**config.mk**
```make
export PLATFORM = sky130hd
export DESIGN_NAME = hps_slot_status
export DESIGN_NICKNAME = d
export VERILOG_FILES = /design/src/rtl/hps_pkg.sv /design/src/rtl/hps_flag_bank.sv /design/src/rtl/hps_slot_status.sv
export SDC_FILE = /design/constraint.sdc
export NUM_CORES = 1
export LEC_CHECK = 0
export BUFFER_PORTS_ARGS = -buffer_cell sky130_fd_sc_hd__buf_2
export CAP_MARGIN = 20
export CORE_ASPECT_RATIO = 1.1
export CORE_MARGIN = 2
export CORE_UTILIZATION = 43
export DETAILED_ROUTE_END_ITERATION = 12
export HOLD_SLACK_MARGIN = 0.02
export PLACE_DENSITY = 0.75
export SETUP_SLACK_MARGIN = 0.1
export SLEW_MARGIN = 25
export SYNTH_ARGS = -nofsm -noshare
export SYNTH_HDL_FRONTEND = slang
export SYNTH_SLANG_ARGS = --single-unit
```
**constraint.sdc**
```tcl
create_clock -name clock_in -period 0.8 [get_ports clock_in]
set_input_delay 0.16 -clock clock_in [delete_from_list [all_inputs] [get_ports clock_in]]
set_output_delay 0.16 -clock clock_in [all_outputs]
set_load 0.02 [all_outputs]
```
**src/rtl/hps_pkg.sv**
```systemverilog
// constants and types shared by the slot status block
package hps_pkg;

  // ==========================================================
  // register bus
  localparam int ADDR_W = 12;
  localparam int DATA_W = 32;
  localparam logic [11:0] SLOT_REG_OFFSET = 12'h0d8;
  localparam logic [11:0] IRQ_STAT_OFFSET = 12'h1f0;
  localparam logic [11:0] IRQ_CLR_OFFSET = 12'h1f4;
  localparam logic [11:0] IRQ_EN_OFFSET = 12'h1f8;

  // ==========================================================
  // slot status field positions within the dword
  localparam int BTN_BIT = 16;
  localparam int FAULT_BIT = 17;
  localparam int LATCH_CHG_BIT = 18;
  localparam int PRES_CHG_BIT = 19;
  localparam int CMD_BIT = 20;
  localparam int LATCH_STATE_BIT = 21;
  localparam int PRES_STATE_BIT = 22;
  localparam int LINK_CHG_BIT = 24;

  // ==========================================================
  // slot control field positions and values (low half-word)
  localparam int CTL_BTN_EN_BIT = 0;
  localparam int CTL_FAULT_EN_BIT = 1;
  localparam int CTL_PRES_EN_BIT = 3;
  localparam int CTL_CMD_EN_BIT = 4;
  localparam int CTL_HP_INT_EN_BIT = 5;
  localparam int CTL_LINK_EN_BIT = 12;
  localparam logic [15:0] CTL_WR_MASK = 16'h17fb;
  localparam logic [15:0] CTL_RESET = 16'h03c0;

  // ==========================================================
  // event indices in the flag banks
  localparam int EV_BTN = 0;
  localparam int EV_FAULT = 1;
  localparam int EV_PRES = 2;
  localparam int EV_CMD = 3;
  localparam int EV_LINK = 4;
  localparam int EV_LATCH = 5;
  localparam int NUM_IRQ = 5;
  localparam int NUM_FLAGS = 6;
  localparam logic [5:0] FLAGS_RESET = 6'h10;
  localparam logic [4:0] IRQ_RESET = 5'h00;

  // ==========================================================
  // presence initialisation phase
  typedef enum logic {
    HPS_INIT_STRAP = 1'b0,
    HPS_INIT_RUN = 1'b1
  } hps_init_t;

endpackage : hps_pkg

```
**src/rtl/hps_flag_bank.sv**
```systemverilog
// sticky event flags cleared by writing one
`timescale 1ns/10ps
module hps_flag_bank
  import hps_pkg::*;
#(
  parameter int W = 5,
  parameter logic [W-1:0] RESET_VALUE = '0
) (
  // clock and reset
  input wire logic clock_in,
  input wire logic rst_b_in,
  // events and clears
  input wire logic [W-1:0] set_in,
  input wire logic [W-1:0] clear_in,
  // flags
  output logic [W-1:0] flags_out
);

  logic [W-1:0] flags;
  logic [W-1:0] next_flags;

  // ==========================================================
  // set wins over a clear in the same cycle
  always_comb begin
    next_flags = (flags & ~clear_in) | set_in;
  end

  always_ff @(posedge clock_in or negedge rst_b_in) begin
    if (!rst_b_in) begin
      flags <= RESET_VALUE;
    end else begin
      flags <= next_flags;
    end
  end

  assign flags_out = flags;
endmodule : hps_flag_bank

```
**src/rtl/hps_slot_status.sv**
```systemverilog
// slot status register, slot control enables and hot-plug interrupt
//
// The address-and-strobe port was left to the implementer.
`timescale 1ns/10ps

// Notes on behaviour
// - the slot status field exists only on downstream ports, in the upper half of the dword at D8h.
// - bit 16 is set by an attention button press and held until software writes one to it.
// - bit 17 is set by a power fault, held until a one is written, and resets to zero.
// - bit 18, the latch change indication, is read-only, ignores writes and resets to zero.
// - bit 19 is set on any change of card presence, cleared by writing one, and resets to zero.
// - bit 20 is set when the controller finishes a command, cleared by writing one, resets to zero.
// - bit 21 mirrors the retention latch, zero closed and one open, and resets to zero.
// - bit 22 reports card presence, zero for empty and one for a card present.
// - with no slot implemented the presence state bit always reads one.
// - the presence state resets to zero when the strap is high and one when it is low.
// - bit 24 is set whenever the link-active indication changes and cleared by writing one.
// - the hot-plug interrupt rises only when the global enable and the event's own enable are set.
// - a completed command raises hp_int_out only when its completion enable is set; on irq_out it is gated by irq_en instead.
module hps_slot_status
  import hps_pkg::*;
(
  // clock and reset
  input wire logic clock_in,
  input wire logic rst_b_in,
  // register port
  input wire logic [ADDR_W-1:0] addr_in,
  input wire logic [DATA_W-1:0] wdata_in,
  input wire logic wr_in,
  input wire logic rd_in,
  output logic [DATA_W-1:0] rdata_out,
  // port configuration
  input wire logic downstream_port_in,
  input wire logic slot_implemented_in,
  input wire logic card_present_strap_in,
  // slot hardware
  input wire logic card_present_in,
  input wire logic retention_latch_open_in,
  input wire logic attn_button_in,
  input wire logic power_fault_in,
  input wire logic cmd_done_in,
  input wire logic link_active_in,
  // interrupts and status
  output logic hp_int_out,
  output logic irq_out,
  output logic hardware_initialized_out
);

  // ==========================================================
  // helpers
  function automatic logic hit(input logic [ADDR_W-1:0] addr, input logic [ADDR_W-1:0] offset);
    hit = (addr == offset);
  endfunction : hit

  // ==========================================================
  // slot sense state
  hps_init_t init_state;
  hps_init_t next_init_state;
  logic presence_state;
  logic next_presence_state;
  logic latch_state;
  logic next_latch_state;
  logic link_prev;
  logic next_link_prev;
  logic running;

  assign running = (init_state == HPS_INIT_RUN);

  always_comb begin
    next_init_state = HPS_INIT_RUN;
    next_latch_state = retention_latch_open_in;
    next_link_prev = link_active_in;
    unique case (init_state)
      HPS_INIT_STRAP: begin
        next_presence_state = ~card_present_strap_in;
      end
      HPS_INIT_RUN: begin
        next_presence_state = card_present_in;
      end
    endcase
  end

  always_ff @(posedge clock_in or negedge rst_b_in) begin
    if (!rst_b_in) begin
      init_state <= HPS_INIT_STRAP;
      presence_state <= 1'b0;
      latch_state <= 1'b0;
      link_prev <= 1'b0;
    end else begin
      init_state <= next_init_state;
      presence_state <= next_presence_state;
      latch_state <= next_latch_state;
      link_prev <= next_link_prev;
    end
  end

  assign hardware_initialized_out = running;

  // ==========================================================
  // event detection and flag clears
  logic [NUM_FLAGS-1:0] ev_set;
  logic [NUM_FLAGS-1:0] status_clear;
  logic [NUM_FLAGS-1:0] flags;
  logic [NUM_IRQ-1:0] irq_clear;
  logic [NUM_IRQ-1:0] irq_stat;
  logic slot_wr;

  assign slot_wr = wr_in & downstream_port_in & hit(addr_in, SLOT_REG_OFFSET);

  always_comb begin
    ev_set = '0;
    ev_set[EV_BTN] = downstream_port_in & attn_button_in;
    ev_set[EV_FAULT] = downstream_port_in & power_fault_in;
    ev_set[EV_PRES] = downstream_port_in & running & (card_present_in != presence_state);
    ev_set[EV_CMD] = downstream_port_in & cmd_done_in;
    ev_set[EV_LINK] = downstream_port_in & running & (link_active_in != link_prev);
    ev_set[EV_LATCH] = downstream_port_in & running & (retention_latch_open_in != latch_state);
    status_clear = '0;
    if (slot_wr) begin
      status_clear[EV_BTN] = wdata_in[BTN_BIT];
      status_clear[EV_FAULT] = wdata_in[FAULT_BIT];
      status_clear[EV_PRES] = wdata_in[PRES_CHG_BIT];
      status_clear[EV_CMD] = wdata_in[CMD_BIT];
      status_clear[EV_LINK] = wdata_in[LINK_CHG_BIT];
    end
    irq_clear = '0;
    if (wr_in && hit(addr_in, IRQ_CLR_OFFSET)) begin
      irq_clear = wdata_in[NUM_IRQ-1:0];
    end
  end

  // latch change bit has no clear path: only reset empties it
  hps_flag_bank #(
    .W(NUM_FLAGS),
    .RESET_VALUE(FLAGS_RESET)
  ) u_status_flags (
    .clock_in(clock_in),
    .rst_b_in(rst_b_in),
    .set_in(ev_set),
    .clear_in(status_clear),
    .flags_out(flags)
  );

  hps_flag_bank #(
    .W(NUM_IRQ),
    .RESET_VALUE(IRQ_RESET)
  ) u_irq_flags (
    .clock_in(clock_in),
    .rst_b_in(rst_b_in),
    .set_in(ev_set[NUM_IRQ-1:0]),
    .clear_in(irq_clear),
    .flags_out(irq_stat)
  );

  // ==========================================================
  // slot control and interrupt enable registers
  logic [15:0] ctl;
  logic [15:0] next_ctl;
  logic [NUM_IRQ-1:0] irq_en;
  logic [NUM_IRQ-1:0] next_irq_en;

  always_comb begin
    next_ctl = ctl;
    next_irq_en = irq_en;
    if (slot_wr) begin
      next_ctl = wdata_in[15:0] & CTL_WR_MASK;
    end
    if (wr_in && hit(addr_in, IRQ_EN_OFFSET)) begin
      next_irq_en = wdata_in[NUM_IRQ-1:0];
    end
  end

  always_ff @(posedge clock_in or negedge rst_b_in) begin
    if (!rst_b_in) begin
      ctl <= CTL_RESET;
      irq_en <= IRQ_RESET;
    end else begin
      ctl <= next_ctl;
      irq_en <= next_irq_en;
    end
  end

  // ==========================================================
  // interrupt outputs
  logic [NUM_IRQ-1:0] hp_enabled;

  always_comb begin
    hp_enabled = '0;
    hp_enabled[EV_BTN] = ctl[CTL_BTN_EN_BIT] & flags[EV_BTN];
    hp_enabled[EV_FAULT] = ctl[CTL_FAULT_EN_BIT] & flags[EV_FAULT];
    hp_enabled[EV_PRES] = ctl[CTL_PRES_EN_BIT] & flags[EV_PRES];
    hp_enabled[EV_CMD] = ctl[CTL_CMD_EN_BIT] & flags[EV_CMD];
    hp_enabled[EV_LINK] = ctl[CTL_LINK_EN_BIT] & flags[EV_LINK];
  end

  assign hp_int_out = downstream_port_in & ctl[CTL_HP_INT_EN_BIT] & (|hp_enabled);
  assign irq_out = |(irq_stat & irq_en);

  // ==========================================================
  // read path: data stand only in the cycle after the strobe
  logic [DATA_W-1:0] rdata;
  logic [DATA_W-1:0] next_rdata;
  logic [DATA_W-1:0] slot_word;

  always_comb begin
    slot_word = '0;
    slot_word[15:0] = ctl;
    slot_word[BTN_BIT] = flags[EV_BTN];
    slot_word[FAULT_BIT] = flags[EV_FAULT];
    slot_word[LATCH_CHG_BIT] = flags[EV_LATCH];
    slot_word[PRES_CHG_BIT] = flags[EV_PRES];
    slot_word[CMD_BIT] = flags[EV_CMD];
    slot_word[LATCH_STATE_BIT] = latch_state;
    // inverted strap value stands in for the state until the first running edge
    slot_word[PRES_STATE_BIT] = running ? presence_state : ~card_present_strap_in;
    if (!slot_implemented_in) begin
      slot_word[PRES_STATE_BIT] = 1'b1;
    end
    slot_word[LINK_CHG_BIT] = flags[EV_LINK];
    next_rdata = '0;
    if (rd_in) begin
      if (hit(addr_in, SLOT_REG_OFFSET) && downstream_port_in) begin
        next_rdata = slot_word;
      end else if (hit(addr_in, IRQ_STAT_OFFSET)) begin
        next_rdata[NUM_IRQ-1:0] = irq_stat;
      end else if (hit(addr_in, IRQ_EN_OFFSET)) begin
        next_rdata[NUM_IRQ-1:0] = irq_en;
      end
    end
  end

  always_ff @(posedge clock_in or negedge rst_b_in) begin
    if (!rst_b_in) begin
      rdata <= '0;
    end else begin
      rdata <= next_rdata;
    end
  end

  assign rdata_out = rdata;
endmodule : hps_slot_status

```
After elaboration in Yosys (flattened, before gate mapping):

Index checks and enable logic that the tools add are counted.

* register bits: 63
* latch bits: 0
* bits in writable memories: 0
* ROM bits: 0
* input port bits: 57
* output and inout bits: 35
* logic and storage cells: 56
* memories kept: 0

* $add $sub $neg: 0
* multiply operators: 0
* divide/modulo/power cells: 0
* order comparisons: 0
* equal/unequal tests: 7
* shift-type cells: 0
* mux-type cells: 10
* bitwise gates (word level): 25
* reductions and logical operators: 5

Operator list (count)
* 12-bit by 9-bit equality test with 1-bit output, second input constant: 3
* 25-bit 2-to-1 mux: 1
* 5-bit 2-to-1 mux: 5
* 20-bit 2-to-1 mux: 1
* 1-bit bitwise AND: 16
* 12-bit by 8-bit equality test with 1-bit output, second input constant: 1
* 5-bit bitwise AND: 2
* 5-bit OR reduction: 2
* 6-bit bitwise AND: 1
* 5-bit NOT with 6-bit output: 1
* 6-bit OR: 1
* 5-bit NOT: 1
* 5-bit OR: 1
* 1-bit logical AND: 3
* 1-bit inequality test: 3
* 1-bit 2-to-1 mux: 2
* 1-bit NOT: 2
* 1-bit case mux with 2 select lines: 1

Logic depth before layout (Yosys ltp):

Gate-level depths: netlist of run 1.

* word-level depth: 6
* gate-level depth with buffers: 7
* depth with buffers taken out: 4

By module:

A second synthesis of run 1 with hierarchy kept.

* cells, all modules: 181
* area total of the unflattened synthesis: 2267.2 um2

By module, submodules not included
* hps_slot_status: times used 1, cells each 148, area each 1866.8 um2, sequential area each 1006.0 um2
* hps_flag_bank at u_status_flags: times used 1, cells each 18, area each 219.0 um2, sequential area each 151.4 um2
* hps_flag_bank at u_irq_flags: times used 1, cells each 15, area each 181.4 um2, sequential area each 125.1 um2

Worst setup path after synthesis of run 1:

OpenSTA, ideal clock, no wires.

* path type: input to register
* start point: in addr_in[9]
* end point: reg ctl[10]
* library setup time: 0.125 ns
* data arrival time: 1.334 ns
* setup slack: -0.659 ns
* stages on the path: 7
* cell sequence: nor3_4 > and2_1 > buf_4 > nor2b_1 > buf_4 > buf_8 > mux2_4

* word-level cells in the longest chain between the ends: 2

RTL lines
* start: declaration: line hps_slot_status.sv:27 `input wire logic [ADDR_W-1:0] addr_in,`
* 12-bit by 8-bit equality test with 1-bit output: line hps_slot_status.sv:52 `hit = (addr == offset);`
* 1-bit bitwise AND: line hps_slot_status.sv:108 `assign slot_wr = wr_in & downstream_port_in & hit(addr_in, SLOT_REG_OFFSET);`
* end signal: assignment: line hps_slot_status.sv:178 `ctl <= next_ctl;`
* end: declaration: line hps_slot_status.sv:157 `logic [15:0] ctl;`

Every way passes these cells.
A chain may end at the register's enable or synchronous reset.

Worst setup path in the final report of run 1:

* start point: reg ctl[12]
* end point: out hp_int_out

* word-level cells in the longest chain between the ends: 3

RTL lines
* 1-bit bitwise AND: line hps_slot_status.sv:193 `hp_enabled[EV_LINK] = ctl[CTL_LINK_EN_BIT] & flags[EV_LINK];`
* 5-bit OR reduction: line hps_slot_status.sv:196 `assign hp_int_out = downstream_port_in & ctl[CTL_HP_INT_EN_BIT] & (|hp_enabled);`
* 1-bit bitwise AND: line hps_slot_status.sv:196
* end: declaration: line hps_slot_status.sv:44 `output logic hp_int_out,`

Every way passes these cells.

==> results of run 1 <==
==> worst max-delay path, cell delays in order, from the launching register on <==
cell      delay, ns
dfrtp_1        0.39
a222oi_1       0.44
a21oi_2        0.10
buf_4          0.17
==> cell type report <==
| type | instances | area share [%] |
|---|---|---|
| tap | 58 | 2.027 |
| timing repair buffer | 117 | 28.34 |
| inverter | 1 | 0.1048 |
| clock inverter | 2 | 1.048 |
| clock buffer | 6 | 2.027 |
| sequential | 51 | 35.85 |
| multi-input combinational | 125 | 30.61 |
==> worst paths after layout <==
check | start | end | cells past startpoint
setup reg to reg | ctl[12] | ctl[12] | 4
max in group asynchronous | rst_b_in | u_status_flags.flags_out[4] | 2
hold / removal | rst_b_in | presence_state | 1
setup / recovery | ctl[12] | hp_int_out | 3
min in group clock_in | wdata_in[20] | u_status_flags.flags_out[3] | 2
hold reg to reg | u_status_flags.flags_out[5] | u_status_flags.flags_out[5] | 1
==> stage by stage <==
stage                     cell area [um2]  hold slack, ns
final                                3581         -0.2935
after detailed placement             2952         0.04023
after CTS                            3511         -0.2917
after global placement               2952         0.03399
after floorplan                      2349         -0.1356
after global routing                 3581         -0.2927
==> what timing repair did <==
item,CTS,global route
cloned,2,0
endpoints found under the setup margin,71,71
resized for setup,91,23
pin swaps,15,14
hold endpoints to repair,51,47
buffers inserted,7,4
==> state kept, by name, summed over array words and instances, names as in the netlist <==
register                  count
u_status_flags.flags_out      6
latch_state                   1
irq_en                        5
hardware_initialized_out      1
ctl                          11
link_prev                     1
u_irq_flags.flags_out         5
rdata_out                    20
presence_state                1
==> logic make-up (layout without fill, tap and decap cells) <==
kind of cell,after synthesis,in the layout,synth area share (%)
and+or+nand+nor,58,58,16.16
DFF,51,51,56.91
AOI/OAI and AO/OA,33,33,9.440
muxes,18,18,10.11
buffers and inverters,18,126,5.885
xor gates and xnor gates,3,3,1.166
other,2,13,0.3333
==> routing by layer <==
metal,track usage (%),vias to the layer above,wire length (um)
li1,-,860,-
met1,25.25,917,2400
met4,8.519,0,121
met5,0,-,0
met3,5.556,12,291
met2,35.95,64,3111
==> cell usage after synthesis (all sizes together), types with 2 or more instances <==
cell	instances	area share (%)
and2	17	4.8
a21oi	8	1.8
and3	6	1.7
a22o	3	1.2
nor4	2	1.1
a31oi	3	0.83
xnor2	3	1.2
a222oi	2	0.89
a21o	4	1.3
buf	16	5.6
mux2	17	9.7
o21ai	8	1.8
a22oi	3	1.0
conb	2	0.33
nand2	17	2.8
nor4b	2	1.4
dfrtp	46	51
nand4	3	0.83
nor2	4	0.78
dfstp	5	5.8
==> power by group through the flow <==
stage / clock [mW] / sequential, mW / combinational [mW]
after floorplan: 0 / 2.66 / 0.191
after global placement: 0 / 2.65 / 0.422
after detailed placement: 0 / 2.66 / 0.431
after CTS: 1.80 / 2.60 / 0.491
after global routing: 1.92 / 2.61 / 0.559
final: 1.78 / 2.60 / 0.513
==> results.env, run 1 <==
VIAS=1853
MAX-CAP-VIOLATIONS=0
DRT_PRE_ANTENNA_ITERS=4
CTS_TREE='yes'
CLOCK_SKEW_NS=0.009800
P_TOTAL_mW=4.891
WIDTH_OF_THE_DIE_UM=73.02
CLOCK_SINKS=51
VIOLATIONS='hold timing, setup timing'
CLK_PIN_SLEW_WORST_PATHS_NS=0.09
COUNT_OF_INSERTED_ANTENNA_DIODE_CELLS=0
DRTITER0DRC=164
SYNTH_SEQUENTIAL_AREA_RATIO_PCT=56.91
CORE-AREA_MM2=0.005034
PIN_COUNT=92
PORT_BUFFERS=64
FP-ROW-COUNT=27
UTILIZATION_PCT=71.14
DRT-VIAS-PER-INSTANCE=5.147
HOLD_VIOL_FINAL=46
POST-ROUTE-DRC-COUNT=0
P_COMB_SHARE_PCT=10.5
LAYOUTNONFILLERINSTCOUNT=360
GRT_UTIL_ALL_LAYERS_PCT=21.19
FINALHOLDWORSTSLACK_NS=-0.2935
REGAREA_MM2=0.001284
LAYOUT.CELLS.MOST_COMMON='dfrtp_1'
R2R_SETUP_SLACK_NS=-0.34
POWER.IR.VDD_WORST_mV=0.8281
OUTCOME='finished with violations'
DPL.CELL_COUNT=338
H_TREE_LEVELS=2
GRT_PASS1_VIAS=1964
SYNTHFLOPTYPE='dfrtp_1'
SYN-CELL-AREA_MM2=0.002253
FINALSETUPVIOLATIONS=71
GRT_PASS1_WL_UM=9204
FMAX_MHz=635.9
NUMBER_OF_ANTENNA_VIOLATIONS_AT_THE_FIRST_CHECK_IN_GLOBAL_ROUTING=0
SHARE_OF_TOTAL_POWER_IN_SEQUENTIAL_CELLS_PCT=53.2
HOLD_CLASS='input port to async pin'
INITIAL_CORE_UTIL_PCT=44.77
TIMING_MAX_TRANSITION_VIOLATIONS_FINAL=0
LAYOUT.CELLS.MOST_COMMON_LIST='45 x dfrtp_1, 37 x buf_2, 35 x buf_6'
SUM_NEG_SETUP_SLACK_NS=-20.64
CTS_BUFFER_DEPTH=2
GRT_REMAINING_OVERFLOW=0
EDFF_COUNT_SYNTH=0
ROOT_BUFFER='clkbuf_8'
REQUIRED_NS=0.64
AGGREGATE_ROUTED_WIRE_LENGTH_UM=5924
ROUTE.DETAILED.WL_PER_INST_UM=16.46
SYNTH-WARNING-COUNT=0
P_LEAK_nW=1.709
DIE_HEIGHT_UM=79.93
START_KIND='register'
CRITICAL_PATH.ENDPOINT_TYPE='primary output'
CTS_MADE_BUFFERS=5
GLOBALPLACE.CONGESTION=0.8005
FINAL_LAYOUT_SIZE_SUFFIX_GT1_SHARE_PCT=59.93
CTSHOLDBUFFERS=3
INTERNAL_POWER_mW=3.757
GRT_MAX_DEGREE=24
CRITPATHKIND='register to primary output'
POSTSYNTH.ASYNCRESETSHARE_PCT=100.0
SYN_AREA_PER_CELL_UM2=12.31
SYNTHCELLS=183
MIN_PERIOD_OVER_PERIOD_PCT=196.6
ARR_TIME_CRIT_PATH_NS=1.41
PATH_MAX_FANOUT=2
POST_DP_HPWL_UM=3930
FLOORPLAN.DIE_AREA_MM2=0.005836
AREA_GROWTH_SYN_TO_LAYOUT_PCT=58.91
YOSYS_REG_BITS=51
CLOCK_INSERTION_DELAY_WORST_SKEW_NS=0.31
PLACE_WS_NS=-0.8210
SYNTH.DISTINCT_CELLS=38
CLOCK_POWER_SHARE_PCT=36.3
MINIMUM_PERIOD_IMPLIED_BY_THE_FINAL_WORST_SETUP_SLACK_NS=1.572
POWER.SWITCHING_FRACTION_PCT=23.19
POWER_PER_UNIT_OF_STANDARD_CELL_AREA_mW_PER_MM2=1366
ANTENNA_LEFT=0
MULTI_INPUT_AREA_MM2=0.001096
FILLER_CELL_COUNT=341
DESIGN.FINAL.NETS=358
RSZ_0062_RAISED_AFTER_GLOBAL_ROUTING='yes'
SWITCHING_POWER_mW=1.134
SETUP_WS_NS=-0.7725
Power figures use the tool's default switching activity.
==> run 2: changes to the inputs <==
CORE_MARGIN = unset   (was 2)
REMOVE_ABC_BUFFERS = 1   (was unset)
==> results.env, run 2 (synthesis results as in run 1) <==
FINALHOLDWORSTSLACK_NS=0.03970
PORT_BUFFERS=64
MIN_DELAY_PATH_DEPTH=2
ROUTE.DETAILED.WL_PER_INST_UM=17.48
WORST_SETUP_PATH_STARTPOINT='ctl[12]'
GLOBALPLACE.CONGESTION=0.8199
GRT_PASS1_WL_UM=9349
FMAX_MHz=664.3
FINAL_LAYOUT_SIZE_SUFFIX_GT1_SHARE_PCT=57.81
NUMBER_OF_ANTENNA_VIOLATIONS_AT_THE_FIRST_CHECK_IN_GLOBAL_ROUTING=0
H_TREE_LEVELS=2
WORSTREG2REGSTART='irq_en[4]'
INITIAL_CORE_UTIL_PCT=44.77
RR_ENDPOINT='rdata_out[4]'
DESIGN.FINAL.NETS=357
GRT_UTIL_ALL_LAYERS_PCT=22.57
FINALSETUPVIOLATIONS=71
HOLD_CLASS='input port to register'
SUM_NEG_SETUP_SLACK_NS=-22.61
CLOCK_SKEW_NS=0.005708
VIOLATIONS='DRC, setup timing'
CTS_TREE='yes'
POWER_PER_UNIT_OF_STANDARD_CELL_AREA_mW_PER_MM2=1396
AREA_GROWTH_SYN_TO_LAYOUT_PCT=55.58
TIMING_MAX_TRANSITION_VIOLATIONS_FINAL=0
HOLD_VIOL_FINAL=0
FILLER_CELL_COUNT=310
FP-ROW-COUNT=27
CTS_BUFFER_DEPTH=2
CLK_PIN_SLEW_WORST_PATHS_NS=0.09
CRITPATHKIND='register to primary output'
POST-ROUTE-DRC-COUNT=4
LAYOUTNONFILLERINSTCOUNT=359
POWER.IR.VDD_WORST_mV=0.8732
PIN_COUNT=92
R2R_SETUP_SLACK_NS=-0.39
WORSTPATHCELLLIST='a222oi_1 -> a21oi_1 -> buf_2'
PATH_MAX_FANOUT=3
REQUIRED_NS=0.64
AGGREGATE_ROUTED_WIRE_LENGTH_UM=6275
DRT-VIAS-PER-INSTANCE=5.276
LAYOUT.CELLS.MOST_COMMON='dfrtp_1'
CORE-AREA_MM2=0.005034
WORST_PATH_LARGEST_CELL_DELAY_NS=0.40
DIE_HEIGHT_UM=77.93
SETUP_WS_NS=-0.7054
ARR_TIME_CRIT_PATH_NS=1.35
DRT_PRE_ANTENNA_ITERS=9
CRITICAL_PATH.ENDPOINT_TYPE='primary output'
COUNT_OF_INSERTED_ANTENNA_DIODE_CELLS=0
START_KIND='register'
RSZ_0062_RAISED_AFTER_GLOBAL_ROUTING='yes'
ANTENNA_LEFT=0
GRT_PASS1_VIAS=1980
CRITICAL-PATH-SLOWEST-CELL='dfrtp_1'
WIDTH_OF_THE_DIE_UM=71.02
MIN_PERIOD_OVER_PERIOD_PCT=188.2
GRT_REMAINING_OVERFLOW=0
P_LEAK_nW=1.680
LAYOUT.CELLS.MOST_COMMON_LIST='46 x dfrtp_1, 40 x buf_6, 38 x buf_2'
P_TOTAL_mW=4.895
DETAILROUTE.WIRELENGTH.MET3_UM=238
DRTITER0DRC=105
ROUTEDLENGTHMET1_UM=2535
LARGEST_REGISTER_FFS=20
MINIMUM_PERIOD_IMPLIED_BY_THE_FINAL_WORST_SETUP_SLACK_NS=1.505
CLOCK_INSERTION_DELAY_WORST_SKEW_NS=0.30
GRT_MAX_DEGREE=52
MET2_LENGTH_UM=3261
CLOCK_SINKS=51
FLOORPLAN.DIE_AREA_MM2=0.005534
ROOT_BUFFER='clkbuf_8'
VIAS=1894
OUTCOME='finished with violations'
ROUTE.TOP_LAYER_USED='met4'
POST_DP_HPWL_UM=3729
TIMING.REG2REG.WORST_PATH_DEPTH=5
MAX-CAP-VIOLATIONS=0
CTS_MADE_BUFFERS=5
CRIT_END='hp_int_out'
DPL.CELL_COUNT=336
-- run 2: cell count changes in the layout (fill, tap and decap cells not counted), moves of 2 or more --
cell,previous run,this run
and2_4,12,9
o21ai_0,1,3
buf_4,34,31
nor4_2,0,2
o21ai_1,7,4
nor4_4,2,0
buf_12,6,2
a21oi_1,4,7
and2_1,5,8
buf_6,35,40
a21oi_2,4,1
-- run 2: timing repair --
item	CTS	global route
hold buffers	3	0
pin swaps	36	9
hold endpoints to repair	49	0
cloned	2	1
setup endpoints to repair	71	75
setup buffers	8	2
gates resized for setup	98	15
-- run 2: final cells by class --
class	count	area [um2]	share of cell area, %
clock buffer	6	72.57	2.070
clock inverter	2	38.79	1.106
multi-input combinational	125	1052	30.01
inverter	1	3.754	0.1071
timing repair buffer	116	983.4	28.05
tap	58	72.57	2.070
sequential	51	1282	36.58
-- run 2: layer usage --
layer	up-vias	track usage, %
met2	79	39.62
met3	23	4.156
li1	856	-
met1	936	25.57
met5	-	0
met4	0	12.80
-- run 2: worst max-delay path, delay by kind of cell (launching register included) --
kind | cells | cell delay (ns)
AO/OA/AOI/OAI | 2 | 0.47
flip-flops | 1 | 0.40
buffers and inverters | 1 | 0.17
-- run 2: power breakdown --
part | internal, mW | switching [mW] | total (mW)
combinational | 0.237 | 0.284 | 0.522
sequential | 2.59 | 0.0120 | 2.60
clock | 0.945 | 0.824 | 1.77
-- run 2: through the flow --
step / area, um2 / setup slack [ns] / util [%]
5_1_grt: 3506 / -0.7762 / 69.65
4_1_cts: 3432 / -0.6787 / 68.18
2_1_floorplan: 2166 / -1.208 / -
3_3_place_gp: 2861 / -0.7693 / 56.85
6_report: 3506 / -0.7054 / 69.65
3_5_place_dp: 2861 / -0.8012 / 56.85
-- run 2: worst min path at each step --
stage,from,end,slack [ns]
2_1_floorplan,rst_b_in,ctl[0],-0.14
3_3_place_gp,rst_b_in,presence_state,0.17
3_5_place_dp,rst_b_in,presence_state,0.17
4_1_cts,slot_implemented_in,rdata_out[22],0.02
5_1_grt,slot_implemented_in,rdata_out[22],0.03
6_report,slot_implemented_in,rdata_out[22],0.04
